<file path="config.mk">
export PLATFORM = sky130hd
export DESIGN_NAME = pdfr_host
export DESIGN_NICKNAME = d
export VERILOG_FILES = /design/src/hdl/pdfr_pkg.sv /design/src/hdl/pdfr_fifo.sv /design/src/hdl/pdfr_host.sv
export VERILOG_INCLUDE_DIRS = /design/src /design/src/hdl
export SDC_FILE = /design/constraint.sdc
export NUM_CORES = 1
export LEC_CHECK = 0
export BUFFER_PORTS_ARGS = -buffer_cell sky130_fd_sc_hd__clkbuf_2
export CORE_MARGIN = 4
export CORE_UTILIZATION = 55
export DETAILED_ROUTE_END_ITERATION = 6
export PLACE_DENSITY = 0.79
export SYNTH_ARGS = -nofsm -noshare
export SYNTH_HDL_FRONTEND = slang
export SYNTH_SLANG_ARGS = --single-unit
</file>
<file path="constraint.sdc">
create_clock -name clock -period 10.65 [get_ports clock]
set_input_delay 1.5975 -clock clock [delete_from_list [all_inputs] [get_ports clock]]
set_output_delay 1.5975 -clock clock [all_outputs]
set_load 0.02 [all_outputs]
</file>
<file path="src/hdl/pdfr_regs.svh">
// constants of the power delivery packet framer host end
// assumes one 100 MHz clock, one line bit per clock cycle
`ifndef PDFR_REGS_SVH
`define PDFR_REGS_SVH

`define PDFR_CLK_MHZ      100
`define PDFR_PRE_BITS     7'h40
`define PDFR_K_SYNC1      5'h18
`define PDFR_K_SYNC2      5'h11
`define PDFR_K_SYNC3      5'h06
`define PDFR_K_RST1       5'h07
`define PDFR_K_RST2       5'h19
`define PDFR_K_EOP        5'h0d
`define PDFR_OS_BITS      6'h14
`define PDFR_CRC_BITS     6'h28
`define PDFR_SYM_BITS     6'h05
`define PDFR_BYTE_BITS    6'h0a
`define PDFR_CRC_POLY     32'h04c11db7
`define PDFR_CRC_SEED     32'hffffffff
`define PDFR_CRC_RESID    32'hc704dd7b
`define PDFR_CRC_BYTES    3'h4
`define PDFR_FIFO_DEPTH   8
`define PDFR_OS_MATCH_MIN 3'h3

`endif

</file>
<file path="src/hdl/pdfr_pkg.sv">
// types and coding functions of the packet framer host end
// assumes pdfr_regs.svh on the include path
`include "pdfr_regs.svh"

package pdfr_pkg;

  typedef enum logic [2:0] {
    PDFR_SOP    = 3'h0,
    PDFR_SOP_P  = 3'h1,
    PDFR_SOP_PP = 3'h2,
    PDFR_DBG_P  = 3'h3,
    PDFR_DBG_PP = 3'h4
  } pdfr_sop_t;

  typedef struct packed {
    logic       last;
    logic [7:0] data;
  } pdfr_byte_t;

  typedef struct packed {
    pdfr_sop_t  sop;
    logic [7:0] data;
  } pdfr_rx_t;

  // first k-code in the low bits, it goes on the line first
  function automatic logic [19:0] pdfr_os(input pdfr_sop_t t);
    logic [19:0] r;
    r = {`PDFR_K_SYNC2, `PDFR_K_SYNC1, `PDFR_K_SYNC1, `PDFR_K_SYNC1};
    unique case (t)
      PDFR_SOP:    r = {`PDFR_K_SYNC2, {3{`PDFR_K_SYNC1}}};
      PDFR_SOP_P:  r = {{2{`PDFR_K_SYNC3}}, {2{`PDFR_K_SYNC1}}};
      PDFR_SOP_PP: r = {{2{`PDFR_K_SYNC3, `PDFR_K_SYNC1}}};
      PDFR_DBG_P:  r = {`PDFR_K_SYNC3, {2{`PDFR_K_RST2}}, `PDFR_K_SYNC1};
      PDFR_DBG_PP: r = {`PDFR_K_SYNC2, `PDFR_K_SYNC3, `PDFR_K_RST2,
                        `PDFR_K_SYNC1};
      default:     r = {`PDFR_K_SYNC2, {3{`PDFR_K_SYNC1}}};
    endcase
    return r;
  endfunction

  function automatic logic [4:0] pdfr_enc(input logic [3:0] n);
    logic [4:0] s;
    s = 5'h1e;
    unique case (n)
      4'h0: s = 5'h1e;
      4'h1: s = 5'h09;
      4'h2: s = 5'h14;
      4'h3: s = 5'h15;
      4'h4: s = 5'h0a;
      4'h5: s = 5'h0b;
      4'h6: s = 5'h0e;
      4'h7: s = 5'h0f;
      4'h8: s = 5'h12;
      4'h9: s = 5'h13;
      4'ha: s = 5'h16;
      4'hb: s = 5'h17;
      4'hc: s = 5'h1a;
      4'hd: s = 5'h1b;
      4'he: s = 5'h1c;
      4'hf: s = 5'h1d;
    endcase
    return s;
  endfunction

  // bit 4 of the result flags a hex data symbol
  function automatic logic [4:0] pdfr_dec(input logic [4:0] s);
    logic [4:0] r;
    r = 5'h00;
    for (int i = 0; i < 16; i++) begin
      if (pdfr_enc(4'(i)) == s) begin
        r = {1'b1, 4'(i)};
      end
    end
    return r;
  endfunction

  // crc runs bit 0 first over each byte
  function automatic logic [31:0] pdfr_crc(input logic [31:0] c,
                                           input logic [7:0]  b);
    logic [31:0] r;
    logic        fb;
    r = c;
    for (int i = 0; i < 8; i++) begin
      fb = r[31] ^ b[i];
      r  = {r[30:0], 1'b0} ^ (fb ? `PDFR_CRC_POLY : 32'h00000000);
    end
    return r;
  endfunction

  function automatic logic os_hit(input logic [19:0] w,
                                  input logic [19:0] os);
    logic [2:0] n;
    n = 3'h0;
    for (int i = 0; i < 4; i++) begin
      if (w[5*i +: 5] == os[5*i +: 5]) begin
        n = n + 3'h1;
      end
    end
    return n >= `PDFR_OS_MATCH_MIN;
  endfunction

endpackage

</file>
<file path="src/hdl/pdfr_fifo.sv">
// small synchronous fifo with valid and ready on both sides
// assumes one clock; out_ready may stall, then in_ready falls
`timescale 1ns/10ps

module pdfr_fifo #(
  parameter int WIDTH = 9,
  parameter int DEPTH = 8
) (
  input  wire logic             clock,
  input  wire logic             rst,
  input  wire logic [WIDTH-1:0] in_data,
  input  wire logic             in_valid,
  output logic                  in_ready,
  output logic      [WIDTH-1:0] out_data,
  output logic                  out_valid,
  input  wire logic             out_ready
);
  localparam int AW = $clog2(DEPTH);

  logic [WIDTH-1:0] mem_q [DEPTH];
  logic [AW:0]      wp_q;
  logic [AW:0]      rp_q;
  wire              push;
  wire              pop;

  assign in_ready  = (wp_q - rp_q) != (AW+1)'(DEPTH);
  assign out_valid = wp_q != rp_q;
  assign out_data  = mem_q[rp_q[AW-1:0]];
  assign push      = in_valid && in_ready;
  assign pop       = out_valid && out_ready;

  always_ff @(posedge clock or posedge rst) begin
    if (rst) begin
      wp_q <= '0;
      rp_q <= '0;
    end else begin
      if (push) begin
        wp_q <= wp_q + (AW+1)'(1);
      end
      if (pop) begin
        rp_q <= rp_q + (AW+1)'(1);
      end
    end
  end

  // storage has no reset, only the pointers matter
  always_ff @(posedge clock) begin
    if (push) begin
      mem_q[wp_q[AW-1:0]] <= in_data;
    end
  end

endmodule

</file>
<file path="src/hdl/pdfr_host.sv">
// packet framer at the protocol-layer end of a power delivery line
// assumes a bit-serial modulator: one line bit per clock on transmit,
// a bit strobe and a frame envelope on receive
//
// Summary of operation
// RL1: line coding turns every four data bits into five symbol bits
// RL2: bits go least significant first, low nibble symbol before high
// RL3: frame order: preamble, start set, payload, crc, end marker
// RL4: modulator sends the whole coded frame, preamble included
// RL5: preamble is raw bits, never passed through the 4b5b coder
// RL6: preamble is 64 alternating bits, first zero, last one
// RL7: k-codes use the fixed sync, reset and end symbol values
// RL8: plain start set is three sync-1 then one sync-2
// RL9: a start set counts as valid with three of four codes right
// RL10: capable ports detect plain start sets, discard frames without one
// RL11: only port pairs exchange plain start packets, never cable plugs
// RL12: prime start set is two sync-1 then two sync-3
// RL13: a prime cable plug accepts only prime-started frames
// RL14: host port with prime accepts plain or prime, avoids collisions
// RL15: contracted device port neither sends nor accepts prime frames
// RL16: double prime start set is sync-1, sync-3, sync-1, sync-3
// RL17: double prime plug accepts only double prime frames
// RL18: double prime host port also supports prime, discards unknown starts
// RL19: device port never sends double prime, discards double prime frames
// RL20: two debug start sets exist and are told apart from others
// RL21: payload uses only the sixteen hex data symbols
// RL22: crc follows the last payload symbol with no gap
// RL23: exactly one end marker closes the crc field
// RL24: at the end marker the crc residual decides deliver or discard; code streams bytes out before it, sets only rx_crc_ok
// RL25: crc-32, poly 04c11db7, seed all ones, remainder complemented
// RL26: an early end marker cuts a frame; receiver sees a crc failure
// RL27: receiver reports the start set type with delivered data
`timescale 1ns/10ps
`include "pdfr_regs.svh"

module pdfr_host
  import pdfr_pkg::*;
(
  input  wire logic       clock,
  input  wire logic       rst,
  input  wire pdfr_byte_t tx_in,
  input  wire logic       tx_in_valid,
  output logic            tx_in_ready,
  input  wire logic       tx_start,
  input  wire pdfr_sop_t  tx_sop,
  input  wire logic       tx_abort,
  output logic            tx_busy,
  output logic            line_tx_bit,
  output logic            line_tx_en,
  input  wire logic       line_rx_bit,
  input  wire logic       line_rx_strobe,
  input  wire logic       line_rx_active,
  input  wire logic [4:0] rx_accept,
  output pdfr_rx_t        rx_out,
  output logic            rx_out_valid,
  output logic            rx_done,
  output logic            rx_crc_ok
);

  typedef enum logic [2:0] {
    TX_IDLE = 3'b000,
    TX_PRE  = 3'b001,
    TX_OS   = 3'b011,
    TX_DATA = 3'b010,
    TX_CRC  = 3'b110,
    TX_EOP  = 3'b111
  } pdfr_tx_st_t;

  typedef enum logic [1:0] {
    RX_HUNT = 2'b00,
    RX_DATA = 2'b01,
    RX_SKIP = 2'b11
  } pdfr_rx_st_t;

  // transmit side
  pdfr_tx_st_t tx_st_q;
  logic [6:0]  pre_cnt_q;
  logic [39:0] sh_q;
  logic [5:0]  bits_q;
  logic [31:0] tx_crc_q;
  logic        last_q;
  logic        abort_q;
  logic        line_tx_bit_q;
  logic        line_tx_en_q;
  pdfr_byte_t  fifo_out;
  logic        fifo_valid;
  wire         sym_end;
  wire         want_byte;
  wire         pop;
  wire  [31:0] crc_field;
  wire  [39:0] crc_syms;
  wire  [9:0]  byte_syms;

  pdfr_fifo #(
    .WIDTH ($bits(pdfr_byte_t)),
    .DEPTH (`PDFR_FIFO_DEPTH)
  ) u_fifo (
    .clock     (clock),
    .rst       (rst),
    .in_data   (tx_in),
    .in_valid  (tx_in_valid),
    .in_ready  (tx_in_ready),
    .out_data  (fifo_out),
    .out_valid (fifo_valid),
    .out_ready (pop)
  );

  assign sym_end   = bits_q == 6'h01;
  assign want_byte = (tx_st_q == TX_OS || tx_st_q == TX_DATA) && sym_end
                     && !last_q;
  // RL26 early end
  assign pop       = want_byte && !abort_q && fifo_valid;
  // RL25 complement and map
  assign crc_field = {<<{~tx_crc_q}};
  // RL2 low nibble first
  assign byte_syms = {pdfr_enc(fifo_out.data[7:4]),
                      pdfr_enc(fifo_out.data[3:0])};

  genvar gi;
  generate
    for (gi = 0; gi < 8; gi++) begin : g_crc_enc
      assign crc_syms[5*gi +: 5] = pdfr_enc(crc_field[4*gi +: 4]);
    end
  endgenerate

  assign tx_busy     = tx_st_q != TX_IDLE;
  assign line_tx_bit = line_tx_bit_q;
  assign line_tx_en  = line_tx_en_q;

  always_ff @(posedge clock or posedge rst) begin
    if (rst) begin
      abort_q <= 1'b0;
    end else begin
      // a new abort wins over the idle clear
      abort_q <= tx_abort || (abort_q && tx_st_q != TX_IDLE);
    end
  end

  always_ff @(posedge clock or posedge rst) begin
    if (rst) begin
      tx_st_q       <= TX_IDLE;
      pre_cnt_q     <= 7'h00;
      sh_q          <= '0;
      bits_q        <= 6'h00;
      tx_crc_q      <= `PDFR_CRC_SEED;
      last_q        <= 1'b0;
      line_tx_bit_q <= 1'b0;
      line_tx_en_q  <= 1'b0;
    end else begin
      unique case (tx_st_q)
        TX_IDLE: begin
          line_tx_bit_q <= 1'b0;
          line_tx_en_q  <= 1'b0;
          pre_cnt_q     <= 7'h00;
          last_q        <= 1'b0;
          tx_crc_q      <= `PDFR_CRC_SEED;
          if (tx_start) begin
            tx_st_q <= TX_PRE;
          end
        end
        TX_PRE: begin
          // RL5 raw bits
          // RL6 alternating, zero first
          line_tx_bit_q <= pre_cnt_q[0];
          line_tx_en_q  <= 1'b1;
          pre_cnt_q     <= pre_cnt_q + 7'h01;
          if (pre_cnt_q == `PDFR_PRE_BITS - 7'h01) begin
            // RL3 start set follows
            // RL8 RL12 RL16 RL20 set by type
            sh_q    <= {20'h00000, pdfr_os(tx_sop)};
            bits_q  <= `PDFR_OS_BITS;
            tx_st_q <= TX_OS;
          end
        end
        default: begin
          // RL4 one bit per clock to modulator
          line_tx_bit_q <= sh_q[0];
          sh_q          <= {1'b0, sh_q[39:1]};
          bits_q        <= bits_q - 6'h01;
          if (sym_end) begin
            if (tx_st_q == TX_EOP) begin
              tx_st_q <= TX_IDLE;
            end else if (tx_st_q == TX_CRC || (want_byte && !pop)) begin
              // RL7 RL23 single end marker
              sh_q    <= {35'h0, `PDFR_K_EOP};
              bits_q  <= `PDFR_SYM_BITS;
              tx_st_q <= TX_EOP;
            end else if (last_q) begin
              // RL22 crc right after payload
              sh_q    <= crc_syms;
              bits_q  <= `PDFR_CRC_BITS;
              tx_st_q <= TX_CRC;
            end else begin
              // RL1 ten bits a byte
              // RL21 hex symbols only
              sh_q     <= {30'h0, byte_syms};
              bits_q   <= `PDFR_BYTE_BITS;
              tx_crc_q <= pdfr_crc(tx_crc_q, fifo_out.data);
              last_q   <= fifo_out.last;
              tx_st_q  <= TX_DATA;
            end
          end
        end
      endcase
    end
  end

  // receive side
  pdfr_rx_st_t rx_st_q;
  logic [19:0] win_q;
  logic [2:0]  rx_bit_q;
  logic        half_q;
  logic [3:0]  lo_q;
  logic [31:0] rx_crc_q;
  logic [2:0]  nbytes_q;
  logic [7:0]  dly_q [4];
  logic [1:0]  dwp_q;
  pdfr_sop_t   rx_sop_q;
  pdfr_rx_t    rx_out_q;
  logic        rx_out_valid_q;
  logic        rx_done_q;
  logic        rx_ok_q;
  wire  [19:0] win_d;
  wire  [4:0]  hit;
  wire         any_hit;
  pdfr_sop_t   hit_sop;
  wire  [4:0]  sym;
  wire  [4:0]  dec;
  wire         sym_rdy;
  wire         is_eop;
  wire  [7:0]  rx_byte;
  wire         good_end;

  assign win_d = {line_rx_bit, win_q[19:1]};

  generate
    for (gi = 0; gi < 5; gi++) begin : g_hit
      // RL9 three of four
      assign hit[gi] = os_hit(win_d, pdfr_os(pdfr_sop_t'(gi)));
    end
  endgenerate

  assign any_hit  = |hit;
  assign hit_sop  = hit[0] ? PDFR_SOP :
                    hit[1] ? PDFR_SOP_P :
                    hit[2] ? PDFR_SOP_PP :
                    hit[3] ? PDFR_DBG_P : PDFR_DBG_PP;
  assign sym      = win_d[19:15];
  assign dec      = pdfr_dec(sym);
  assign sym_rdy  = line_rx_strobe && rx_bit_q == 3'h4;
  assign is_eop   = sym == `PDFR_K_EOP;
  assign rx_byte  = {dec[3:0], lo_q};
  // RL24 residual check
  // RL26 cut frames fail here
  assign good_end = !half_q && nbytes_q == `PDFR_CRC_BYTES
                    && rx_crc_q == `PDFR_CRC_RESID;

  assign rx_out       = rx_out_q;
  assign rx_out_valid = rx_out_valid_q;
  assign rx_done      = rx_done_q;
  assign rx_crc_ok    = rx_ok_q;

  always_ff @(posedge clock or posedge rst) begin
    if (rst) begin
      rx_st_q        <= RX_HUNT;
      win_q          <= '0;
      rx_bit_q       <= 3'h0;
      half_q         <= 1'b0;
      lo_q           <= 4'h0;
      rx_crc_q       <= `PDFR_CRC_SEED;
      nbytes_q       <= 3'h0;
      dwp_q          <= 2'h0;
      dly_q          <= '{default: 8'h00};
      rx_sop_q       <= PDFR_SOP;
      rx_out_q       <= '0;
      rx_out_valid_q <= 1'b0;
      rx_done_q      <= 1'b0;
      rx_ok_q        <= 1'b0;
    end else begin
      rx_out_valid_q <= 1'b0;
      rx_done_q      <= 1'b0;
      if (line_rx_strobe) begin
        win_q    <= win_d;
        rx_bit_q <= (rx_bit_q == 3'h4) ? 3'h0 : rx_bit_q + 3'h1;
      end
      unique case (rx_st_q)
        RX_HUNT: begin
          if (line_rx_strobe && any_hit) begin
            // RL10 RL11 RL13 RL14 RL15 RL17 RL18 RL19 accept mask
            rx_st_q  <= rx_accept[hit_sop] ? RX_DATA : RX_SKIP;
            rx_sop_q <= hit_sop;
            rx_bit_q <= 3'h0;
            half_q   <= 1'b0;
            nbytes_q <= 3'h0;
            rx_crc_q <= `PDFR_CRC_SEED;
          end
        end
        RX_DATA: begin
          if (!line_rx_active) begin
            rx_done_q <= 1'b1;
            rx_ok_q   <= 1'b0;
            rx_st_q   <= RX_HUNT;
          end else if (sym_rdy && is_eop) begin
            rx_done_q <= 1'b1;
            rx_ok_q   <= good_end;
            rx_st_q   <= RX_SKIP;
          end else if (sym_rdy && !dec[4]) begin
            rx_done_q <= 1'b1;
            rx_ok_q   <= 1'b0;
            rx_st_q   <= RX_SKIP;
          end else if (sym_rdy && !half_q) begin
            lo_q   <= dec[3:0];
            half_q <= 1'b1;
          end else if (sym_rdy) begin
            // last four bytes are the crc, held back
            half_q        <= 1'b0;
            rx_crc_q      <= pdfr_crc(rx_crc_q, rx_byte);
            dly_q[dwp_q]  <= rx_byte;
            dwp_q         <= dwp_q + 2'h1;
            rx_out_valid_q <= nbytes_q == `PDFR_CRC_BYTES;
            // RL27 type with each byte
            rx_out_q      <= '{sop: rx_sop_q, data: dly_q[dwp_q]};
            if (nbytes_q != `PDFR_CRC_BYTES) begin
              nbytes_q <= nbytes_q + 3'h1;
            end
          end
        end
        RX_SKIP: begin
          if (!line_rx_active) begin
            rx_st_q <= RX_HUNT;
          end
        end
      endcase
    end
  end

  // RL6 preamble start
  AST_PRE_FIRST: assert property (@(posedge clock) disable iff (rst)
    (tx_st_q == TX_PRE && pre_cnt_q == 7'h00) |=>
      (line_tx_en && !line_tx_bit))
    else $error("preamble does not start with zero");

  // RL6 preamble alternates
  AST_PRE_ALT: assert property (@(posedge clock) disable iff (rst)
    (tx_st_q == TX_PRE && pre_cnt_q != 7'h00) |=>
      (line_tx_bit != $past(line_tx_bit)))
    else $error("preamble bits do not alternate");

  // RL3 preamble then start set
  AST_PRE_LEN: assert property (@(posedge clock) disable iff (rst)
    ($rose(tx_st_q == TX_PRE)) |-> ##64 (tx_st_q == TX_OS))
    else $error("preamble length is not 64 bits");

  // RL8 start set length
  AST_OS_LEN: assert property (@(posedge clock) disable iff (rst)
    $rose(tx_st_q == TX_OS) |-> (tx_st_q == TX_OS) [*8] ##13
      (tx_st_q == TX_DATA || tx_st_q == TX_EOP))
    else $error("start set is not twenty bits");

  // RL22 crc field length
  AST_CRC_LEN: assert property (@(posedge clock) disable iff (rst)
    $rose(tx_st_q == TX_CRC) |-> ##40 (tx_st_q == TX_EOP))
    else $error("crc field is not forty bits");

  // RL23 end marker bits
  AST_EOP_SYM: assert property (@(posedge clock) disable iff (rst)
    $rose(tx_st_q == TX_EOP) |=> line_tx_bit ##1 !line_tx_bit
      ##1 line_tx_bit ##1 line_tx_bit ##1 !line_tx_bit ##1 !line_tx_en)
    else $error("end marker symbol is wrong");

  // RL24 verdict tied to residual
  AST_RX_OK: assert property (@(posedge clock) disable iff (rst)
    (rx_done && rx_crc_ok) |-> ($past(rx_crc_q) == `PDFR_CRC_RESID))
    else $error("packet passed with bad crc residual");

  // RL10 filtered types never delivered
  AST_RX_FILT: assert property (@(posedge clock) disable iff (rst)
    rx_out_valid |-> rx_accept[rx_out.sop] || $past(rx_accept) != rx_accept)
    else $error("data delivered for a refused start set");

endmodule

</file>
---- Word-level counts from Yosys, hierarchy flattened ----
Memory sizes are Yosys's and may differ from the RTL's.
Cells that the tools add are included.
word-level totals
  register bits ........................... 216
  output and inout port bits .............. 18
  memories ................................ 11
  bits in writable memories ............... 72
  bits of input ports ..................... 25
  memory bits (read-only) ................. 800
operators by class
  bitwise gates (word level) .............. 39
  add/subtract/negate cells ............... 17
  order comparisons ....................... 8
  multiplexer cells ....................... 139
  reductions and logical operators ........ 44
  equality and inequality tests ........... 61
memory list
  name             depth  width  read ports  clocked after memory_dff  write ports  RTL line        RTL
  (no name shown)  16     5      1           0                         0            pdfr_pkg.sv:44  unique case (n)
  (no name shown)  16     5      1           0                         0            pdfr_pkg.sv:44
  (no name shown)  16     5      1           0                         0            pdfr_pkg.sv:44
  (no name shown)  16     5      1           0                         0            pdfr_pkg.sv:44
  (no name shown)  16     5      1           0                         0            pdfr_pkg.sv:44
  (no name shown)  16     5      1           0                         0            pdfr_pkg.sv:44
  +5 memories      --     --     --          --                        --           --
operators by type and width
  operator                                                              count
  32-bit by 27-bit XOR with 32-bit output                               16
  27-bit 2-to-1 mux                                                     16
  32-bit 2-to-1 mux                                                     10
  40-bit 2-to-1 mux                                                     5
  32-bit one-hot mux with 2 select lines                                2
  3-bit 2-to-1 mux                                                      34
  5-bit 2-to-1 mux                                                      16
  20-bit one-hot mux with 4 select lines                                1
  40-bit one-hot mux with 2 select lines                                1
  5-bit equality test, first input constant                             11
  3-bit by 1-bit adder with 3-bit output, second input constant         11
  32-bit bitwise mux                                                    1
  32-bit equality test, second input constant                           1
  32-bit NOT                                                            1
  5-bit equality test, second input constant                            6
  6-bit 2-to-1 mux                                                      5
  1-bit 2-to-1 mux                                                      27
  4-bit by 5-bit equality test with 1-bit output, first input constant  5
  8-bit 2-to-1 mux                                                      3
  2-bit != test, second input constant                                  10
  8-bit binary-select mux with 2-bit select                             1
  8-bit demux with 2-bit select                                         1
  1-bit logical AND                                                     16
  1-bit XOR                                                             16
  other kinds (46)                                                      92

---- Longest topological paths before layout ----
Gate-level depths: netlist (run 1).
  depth after elaboration ................. 35
  gate-level depth with buffers ........... 18
  depth with buffers taken out ............ 15

---- By module ----
A second synthesis (run 1) with hierarchy kept.
second synthesis, totals
  cell total of the unflattened synthesis .. 1410
  area total of the unflattened synthesis .. 15534.9 um2
by module, submodules not included
  module     times used  cells each  area an instance (um2)  sequential area each (um2)
  pdfr_host  1           1232        12269.3                 5260.0
  pdfr_fifo  1           178         3265.6                  2362.3

---- Least setup slack after synthesis (run 1) ----
OpenSTA, ideal clock, no wires.
  path type ............................... input port to flip-flop
  start point ............................. input port line_rx_bit
  end point ............................... register rx_sop_q[0]
  setup time .............................. 125 ps
  stages on the path ...................... 8
  path slack .............................. 6680 ps
  arrival time ............................ 3846 ps
  buffers on the path ..................... 1
  cells stage by stage .................... or4_1 > and3_1 > a211o_1 > or2_2 > o41ai_2 > nand2b_1 > buf_4 > mux2_2
on the way
  cells in the longest elaborated chain, start to end .. 7
  elaborated cells on any way between the ends .. 19
  those cells by class .................... order compare: 5; eq/ne: 2; mux: 9; reduce/logical: 3
ends and longest elaborated chain
  item                                                                    RTL line          RTL
  start: declaration                                                      pdfr_host.sv:50   input wire logic line_rx_bit,
  5-bit by 3-bit equality test with 1-bit output                          pdfr_pkg.sv:95    if (w[5*i +: 5] == os[5*i +: 5]) begin
  3-bit 2-to-1 mux                                                        pdfr_pkg.sv:95
  3-bit by 2-bit greater-or-equal comparator with 1-bit output (no line)  --
  3-bit 2-to-1 mux                                                        pdfr_host.sv:247  hit[3] ? PDFR_DBG_P : PDFR_DBG_PP;
  3-bit 2-to-1 mux                                                        pdfr_host.sv:246  hit[2] ? PDFR_SOP_PP :
  3-bit 2-to-1 mux                                                        pdfr_host.sv:245  hit[1] ? PDFR_SOP_P :
  3-bit 2-to-1 mux                                                        pdfr_host.sv:244  assign hit_sop = hit[0] ? PDFR_SOP :
  end signal: assignment                                                  pdfr_host.sv:291  rx_sop_q <= hit_sop;
  end: declaration                                                        pdfr_host.sv:218  pdfr_sop_t rx_sop_q;
Parallel ways exist; a longest one is shown, timed or not.
A chain may end at the register's enable or synchronous reset.

---- Final worst setup path (run 1) ----
  start point ............................. register u_fifo.rp_q[2]
  end point ............................... output port tx_in_ready
on the way
  cells in the longest elaborated chain, start to end .. 2
ends and longest elaborated chain
  item                      RTL line         RTL
  start: declaration        pdfr_fifo.sv:22  logic [AW:0] rp_q;
  start signal: assignment  pdfr_fifo.sv:41  rp_q <= rp_q + (AW+1)'(1);
  4-bit subtractor          pdfr_fifo.sv:26  assign in_ready = (wp_q - rp_q) != (AW+1)'(DEPTH);
  4-bit != test             pdfr_fifo.sv:26
  end: declaration          pdfr_host.sv:43  output logic tx_in_ready,
Every way passes these cells.

==> flow_summary.toml, run 1 <==
[critical_path]
endpoint_kind = "output pin"
r2r_cells = 13
reg2reg_from = "win_q[2]"
max_stage_delay_ns = 1.05
cp.depth = 6
arrival_ns = 3.24
slowest_stage = "dfrtp_1"
r2r_end = "rx_sop_q[0]"
criticalPathCategory = "flop to output pin"
critPathRequiredTime_ns = 9.05
startpoint = "u_fifo.rp_q[2]"
crit_chain = "inv_2, ha_1, nor2b_1, mux2_2, o2111ai_1, clkbuf_2"
startpoint_type = "flop"
path_delay_family = "flip-flops"
crit_buf_inv = 2
reg2reg_slack_ns = 6.07
cp_max_fo = 20
endpoint = "tx_in_ready"

[routing]
antenna_left = 0
wl_um = 32400
routedWlPerCell_um = 18.07
drcViolationCount = 0
vias_per_cell = 5.896
vias = 10572
drt-pass1-iter-count = 5
drt_iter0_drc = 1089

[synthesis]
synth_edf_count = 72
synthDistinctLibCells = 81
synth.largest_area_cell = "dfrtp_1"
ys_seq_elements = 287
synth.cell_area_um2 = 15250
synthTopCellsByArea = "dfrtp_1, edfxtp_1, dfstp_2"
ys_seq_area_share_pct = 49.99
avgSynthCellArea_um2 = 10.91
synth_top_cell_area_share_pct = 24.78
ys.flop_type = "dfrtp_1"
synth_async_sr_flop_share_pct = 74.91
syn_inst = 1398
syn_nets = 1450
yosysWarningCount = 0

[global_route]
grt_max_degree = 139
grt-ovfl-total = 0
antenna_found_initial = 0
grt_pass1_vias = 10635
track_usage_pct = 21.37
grt_pass1_wl_um = 54480

[final_layout]
fin_nets = 1450
diodes = 0
final_layout_size_suffix_gt1_share_pct = 20.41
instances_no_fill = 1793
syn_to_final_growth_pct = 9.822
final_area_um2 = 16750

[clock_network]
clockRootBuffer = "clkbuf_16"
insertion_delay_ns = 0.56
cts.repair.resized = 0
ctsLongestPathBuffers = 3
htreeDepth = 1
cts_setup_buffers = 0
cts_hold_repair.buffers = 0
path_clk_slew_ns = 0.06
numCtsBuffers = 31
tritoncts = "done"
clock-sinks = 287

[sta]
setup_viol = 0
slew-limit-headroom_pct = 27.99
finalMaxSlewViolations = 0
skew_ns = 0.02730
fin_ws_ns = 5.812
holdWs_ns = 0.4705
rsz0062_at_grt = "no"
period_share_pct = 45.43
hold_viol_final = 0
tns_ns = 0
max_freq_mhz = 206.7
max_slew.worst_pin.slew_ns = 1.080
fin_crit_ns = 4.838

[placement]
port-buffer-count = 42
placed_cell_area_um2 = 15670
dp.cells = 1737
gp_congestion = 0.8595
dpl.hpwl_um = 21290
place_worst_setup_slack_ns = 6.008

[power_and_ir_drop]
ir_drop_mv = 0.2034
total_leakage_power_nw = 6.864
powerDensity_nw_per_um2 = 238.1

[die]
coreArea_um2 = 27100
ios = 43
die_area_um2 = 30450
die_w_um = 174.5
die_h_um = 174.5
initial_core_util_pct = 56.27
rows = 60

[min_path]
hold_path.class = "flop to flop"

[run_status]
status = "completed"

[job]
cap_violations = 0
[kinds of logic after synthesis]
kind of cell             Yosys count  share of synthesized area (%)
adder cells (fa/ha/maj)           27                          2.215
AO/OA/AOI/OAI                    293                          12.20
XOR/XNOR                         162                          10.63
buffers and inverters            130                          3.635
AND/OR/NAND/NOR                  391                          11.59
multiplexers                     108                          9.740
flip-flops                       287                          49.99
[flip-flops by register name, summed over array words and instances, names as in the netlist, 4 cells and up]
name,cells
bits_q,6
dly_q,32
lo_q,4
pre_cnt_q,7
rx_crc_q,32
rx_out,11
sh_q,40
tx_crc_q,32
u_fifo.mem_q,72
u_fifo.rp_q,4
u_fifo.wp_q,4
win_q,19
[synth_stat cells, types with 5 or more instances]
master    instances
a21o_1            5
a21oi_1          77
a221oi_1          5
a22o_1            8
a22oi_1          31
a31oi_1           6
and2_1            5
and3_1            8
buf_1             6
buf_2             9
clkbuf_1         66
dfrtp_1         151
dfstp_2          64
edfxtp_1         72
ha_1             27
inv_1            40
mux2_2           63
mux2i_1          19
mux4_2           23
nand2_1         176
nand2b_1          8
nand3_1          34
nor2_1           87
nor2b_1           6
nor3_1           24
nor4_1            9
o211ai_1         25
o21ai_0          78
o22ai_1           9
or2_2             5
xnor2_1         102
xnor2_2           5
xor2_1           43
[final cells by class]
type                    count  area [µm²]
fillers                  2103       10350
flip-flops and latches    287        7622
multi-input cells         981        7106
clock buffers              43       860.8
well taps                 372       465.4
repair buffers             56       315.3
clock inverters            13       215.2
inverters                  41       161.4
[how the worst min path moves through the flow]
stage	startpoint	slack (ns)	to	cells after the start
global route	rx_sop_q[2]	0.48	rx_out[10]	2
CTS	rx_sop_q[2]	0.47	rx_out[10]	2
finish	rx_sop_q[2]	0.47	rx_out[10]	2
floorplan	rx_sop_q[2]	0.43	rx_out[10]	2
global placement	sh_q[0]	0.45	sh_q[0]	2
detailed placement	rx_sop_q[2]	0.46	rx_out[10]	2
[worst reg2reg max path, stage by stage, from the launching register on]
cell and delay [ns]:
dfrtp_1 0.39, nor4_1 0.64, ha_1 0.41, inv_1 0.15
xnor2_1 0.13, ha_1 0.25, o41ai_1 0.40, a211oi_1 0.10
a211o_1 0.35, or2_2 0.32, o41ai_2 0.39, nand2b_1 0.15
buf_4 0.39, mux2_2 0.39
[per-stage QoR]
stage | total power, mW | utilization (%)
global route | 4.225 | 61.79
global placement | 2.824 | 57.82
floorplan | 2.593 | -
finish | 3.987 | 61.79
detailed placement | 2.870 | 57.82
CTS | 4.009 | 61.79
[layout by cell type (no fill, tap or decap), drive strengths merged, types with 22 or more instances in the layout]
| master | n |
|---|---|
| nand2 | 176 |
| dfrtp | 151 |
| xnor2 | 111 |
| nor2 | 87 |
| clkbuf | 85 |
| o21ai | 80 |
| a21oi | 77 |
| edfxtp | 72 |
| dfstp | 64 |
| mux2 | 63 |
| xor2 | 47 |
| inv | 42 |
| nand3 | 34 |
| a22oi | 31 |
| ha | 27 |
| o211ai | 26 |
| nor3 | 24 |
| mux4 | 23 |
| mux2i | 22 |
[metal layers]
layer,vias up,wire length [µm],track usage [%]
met5,-,0,0
met4,0,862,6.219
met3,62,1698,2.936
met2,312,15460,35.15
met1,5241,14380,29.97
li1,4957,-,-
[report_power, final]
| part | leakage, nW | internal, mW | switching (mW) |
|---|---|---|---|
| Clock | 0.518 | 0.704 | 0.423 |
| Sequential | 3.28 | 1.34 | 0.149 |
| Combinational | 3.06 | 0.641 | 0.735 |
Power figures use the tool's default switching activity.
==> run 2: changes to the inputs <==
- clock period: 10.65 -> 4.9 ns (I/O delays scaled with it)
==> flow_summary.toml, run 2 (synthesis gave the netlist of run 1 again) <==
[clock_network]
ctsLongestPathBuffers = 3
clock-sinks = 287
htreeDepth = 1
cts.repair.resized = 0
cts_hold_repair.buffers = 0
clockRootBuffer = "clkbuf_16"
insertion_delay_ns = 0.57
cts_setup_buffers = 0
path_clk_slew_ns = 0.06
numCtsBuffers = 31
tritoncts = "done"

[routing]
drt-pass1-iter-count = 6
wl_um = 32490
vias_per_cell = 5.857
drt_iter0_drc = 960
routedWlPerCell_um = 18.00
vias = 10571
drcViolationCount = 0
antenna_left = 0

[die]
die_h_um = 174.5
rows = 60
die_area_um2 = 30450
initial_core_util_pct = 56.27
coreArea_um2 = 27100
ios = 43
die_w_um = 174.5

[critical_path]
arrival_ns = 4.76
critPathRequiredTime_ns = 5.35
endpoint_kind = "flop"
startpoint_type = "flop"
cp_max_fo = 24
max_stage_delay_ns = 0.41
slowest_stage = "dfrtp_1"
criticalPathCategory = "flop to flop"
crit_chain = "nor4bb_1, nand2b_1, inv_1, ha_1, inv_1, xnor2_1, ha_1, o41ai_1, a211oi_1, a211o_1, or2_2, o41ai_2, nand2b_1, buf_4, a22oi_1"

[placement]
port-buffer-count = 42
gp_congestion = 0.8647
placed_cell_area_um2 = 15730
dpl.hpwl_um = 21270

[job]
cap_violations = 0

[global_route]
grt_pass1_vias = 10412
track_usage_pct = 21.13
antenna_found_initial = 1
grt_pass1_wl_um = 53860
grt-ovfl-total = 0
grt_max_degree = 136

[final_layout]
fin_nets = 1460
layout_commonest_cell = "nand2_1"
diodes = 0
syn_to_final_growth_pct = 9.970
largest_reg_flops = 72
final_area_um2 = 16770
mostFrequentLayoutCells = "nand2_1, dfrtp_1, xnor2_1"
final_util_pct = 61.87
final_layout_size_suffix_gt1_share_pct = 21.28

[sta]
max_freq_mhz = 232.3
holdWs_ns = 0.07133
max_slew.worst_pin.slew_ns = 0.9835
slew-limit-headroom_pct = 34.19
setup_viol = 0
finalMaxSlewViolations = 0
tns_ns = 0
rsz0062_at_grt = "no"
hold_viol_final = 0
skew_ns = 0.02271
fin_crit_ns = 4.306
period_share_pct = 87.87

[power_and_ir_drop]
ir_drop_mv = 0.4017
total_leakage_power_nw = 6.914
power_mw = 8.565
powerDensity_nw_per_um2 = 510.8

[min_path]
hold_path.class = "primary input to async pin"

[run_status]
status = "completed"
[run 2: cell count changes in the layout (fill, tap and decap cells not counted), sizes merged]
cell	before	now
clkinvlp	2	1
clkbuf	85	81
bufinv	6	2
inv	42	41
clkinv	4	16
buf	14	24
[run 2: power by group]
part | leakage, nW | total, mW | internal [mW] | switching [mW]
registers | 3.28 | 3.23 | 2.90 | 0.324
clock network | 0.524 | 2.32 | 1.36 | 0.962
logic | 3.11 | 3.02 | 1.41 | 1.60
[run 2: layout make-up]
class,instances,area [µm²]
clock buffers,39,865.8
clock inverters,19,168.9
fillers,2086,10330
inverters,41,157.7
multi-input cells,981,7086
flip-flops and latches,287,7622
well taps,372,465.4
repair buffers,66,402.9
[run 2: metal layers]
metal | wire length [µm] | track usage [%] | share of wire, % | vias to the layer above
met5 | 20 | 0 | 0.062 | -
met4 | 598 | 4.583 | 1.8 | 2
met3 | 1453 | 3.067 | 4.5 | 53
met2 | 15850 | 35.40 | 49 | 262
met1 | 14560 | 29.63 | 45 | 5284
li1 | - | - | - | 4970
[run 2: stage by stage]
step	std cells	worst slack, ns
floorplan	1398	1.038
global placement	1747	0.7787
detailed placement	1747	0.6555
CTS	1805	0.5979
global route	1805	0.2006
finish	1805	0.5944
[run 2: path summary, 6_finish.rpt]
check / from / end / slack, ns / depth (start not counted)
max: win_q[7] / rx_crc_q[1] / 0.59 / 15
min: rst / rx_out[6] / 0.07 / 2
max reg2reg: win_q[7] / rx_crc_q[1] / 0.59 / 15
min reg2reg: sh_q[0] / sh_q[0] / 0.47 / 2
max in group asynchronous: rst / win_q[13] / 3.70 / 3
min in group clock: tx_abort / abort_q / 0.36 / 2
[run 2: critical path: cells and delay by family, from the launching register on]
kind / cells / cell delay [ns]
AOI/OAI and AO/OA: 5 / 1.37
xor gates and xnor gates: 1 / 0.13
adders and majority gates: 2 / 0.54
buffers and inverters: 3 / 0.55
DFF: 1 / 0.41
and+or+nand+nor: 4 / 1.17
==> run 3: changes to the inputs <==
- CELL_PAD_IN_SITES_DETAIL_PLACEMENT: not set -> 0
- CELL_PAD_IN_SITES_GLOBAL_PLACEMENT: not set -> 2
- CORE_UTILIZATION: 55 -> 43
- PLACE_DENSITY: 0.79 -> 0.88
==> flow_summary.toml, run 3 (synthesis gave the netlist of run 1 again) <==
[run_status]
status = "completed"

[critical_path]
endpoint_kind = "flop"
startpoint_type = "flop"
criticalPathCategory = "flop to flop"
critPathRequiredTime_ns = 5.33
reg2reg_from = "win_q[7]"
r2r_end = "rx_bit_q[2]"
startpoint = "win_q[7]"
arrival_ns = 4.58
r2r_cells = 15
cp_max_fo = 33
endpoint = "rx_bit_q[2]"
reg2reg_slack_ns = 0.75

[global_route]
grt_max_degree = 117
grt_pass1_vias = 10287
track_usage_pct = 17.32
antenna_found_initial = 0
grt-ovfl-total = 0
grt_pass1_wl_um = 55530

[routing]
routedWlPerCell_um = 17.40
drcViolationCount = 0
antenna_left = 0
wl_um = 32990
vias_per_cell = 5.427
drt-pass1-iter-count = 5
drt_iter0_drc = 513
vias = 10290

[clock_network]
numCtsBuffers = 34
cts.repair.resized = 0
path_clk_slew_ns = 0.06
cts_hold_repair.buffers = 0
tritoncts = "done"
cts_setup_buffers = 0
htreeDepth = 2
insertion_delay_ns = 0.52
clock-sinks = 287
clockRootBuffer = "clkbuf_16"
ctsLongestPathBuffers = 3

[sta]
holdWs_ns = 0.1877
slew-limit-headroom_pct = 37.76
rsz0062_at_grt = "no"
tns_ns = 0
period_share_pct = 84.70
max_freq_mhz = 240.9
max_slew.worst_pin.slew_ns = 0.9314
hold_viol_final = 0
finalMaxSlewViolations = 0
setup_viol = 0
skew_ns = 0.02497
fin_crit_ns = 4.151

[final_layout]
instances_no_fill = 1896
final_layout_size_suffix_gt1_share_pct = 21.37
fin_nets = 1467
largest_reg_flops = 72
multi_input_area_um2 = 7091
diodes = 0
final_util_pct = 48.84
syn_to_final_growth_pct = 11.46
regArea_um2 = 7622
layout_commonest_cell = "nand2_1"
mostFrequentLayoutCells = "nand2_1, dfrtp_1, xnor2_1"
fillers = 3133

[die]
die_h_um = 196.3
die_area_um2 = 38540
die_w_um = 196.3
coreArea_um2 = 34800
initial_core_util_pct = 43.82
ios = 43
rows = 68

[power_and_ir_drop]
powerDensity_nw_per_um2 = 516.8
total_leakage_power_nw = 6.964
p_clk_share_pct = 28.6
intPower_mw = 5.850
ir_drop_mv = 0.3463
p_seq_share_pct = 36.7
switching_share_pct = 33.40
power_frac_comb_pct = 34.7
switching_power_mw = 2.933

[min_path]
hold_path.class = "primary input to async pin"

[placement]
port-buffer-count = 42
dp.cells = 1834
gp_congestion = 0.8171
dpl.hpwl_um = 22260

[job]
cap_violations = 0
run 3: worst min path at each step:
stage / end / slack, ns / start
2_1_floorplan: rx_out[10] / 0.43 / rx_sop_q[2]
3_3_place_gp: sh_q[0] / 0.45 / sh_q[0]
3_5_place_dp: rx_out[8] / 0.46 / rx_sop_q[0]
4_1_cts: win_q[11] / 0.18 / rst
5_1_grt: win_q[11] / 0.19 / rst
6_report: win_q[11] / 0.19 / rst
run 3: power by group through the flow:
stage / combinational [mW] / clock, mW / sequential [mW]
6_report: 3.05 / 2.51 / 3.22
5_1_grt: 3.37 / 2.69 / 3.27
4_1_cts: 3.07 / 2.59 / 3.22
3_5_place_dp: 3.05 / 0 / 3.26
3_3_place_gp: 3.04 / 0 / 3.25
2_1_floorplan: 2.51 / 0 / 3.13
run 3: through the flow:
| step | setup WS, ns | power [mW] | area (µm²) |
|---|---|---|---|
| after global routing | 0.3634 | 9.330 | 17000 |
| after detailed placement | 0.7419 | 6.310 | 15870 |
| after global placement | 0.8053 | 6.284 | 15870 |
| after CTS | 0.7593 | 8.878 | 17000 |
| after floorplan | 1.038 | 5.637 | 15250 |
| final | 0.7495 | 8.783 | 17000 |
run 3: per-layer routing:
layer  wire length [µm]  GRT usage (%)  vias up
met5                  0              0        -
met4                585          3.931        0
met3               1211          2.490       44
met2              15650          27.55      158
met1              15540          25.39     5098
li1                   -              -     4990
run 3: critical path, stage by stage, from the launching register on:
cell,delay [ns]
dfrtp_1,0.39
nor4bb_1,0.38
nand2b_1,0.15
inv_1,0.08
ha_1,0.28
inv_1,0.16
xnor2_1,0.13
ha_1,0.25
o41ai_1,0.37
a211oi_1,0.09
a211o_1,0.35
or2_2,0.32
o41ai_2,0.40
nand2b_1,0.19
buf_4,0.35
and3b_1,0.21
run 3: cell type report:
class | count | area share [%]
Tap cell | 455 | 3.350
Timing Repair Buffer | 70 | 2.547
Inverter | 41 | 0.9276
Sequential cell | 287 | 44.85
Multi-Input combinational cell | 981 | 41.72
Clock buffer | 49 | 5.632
Clock inverter | 13 | 0.9791
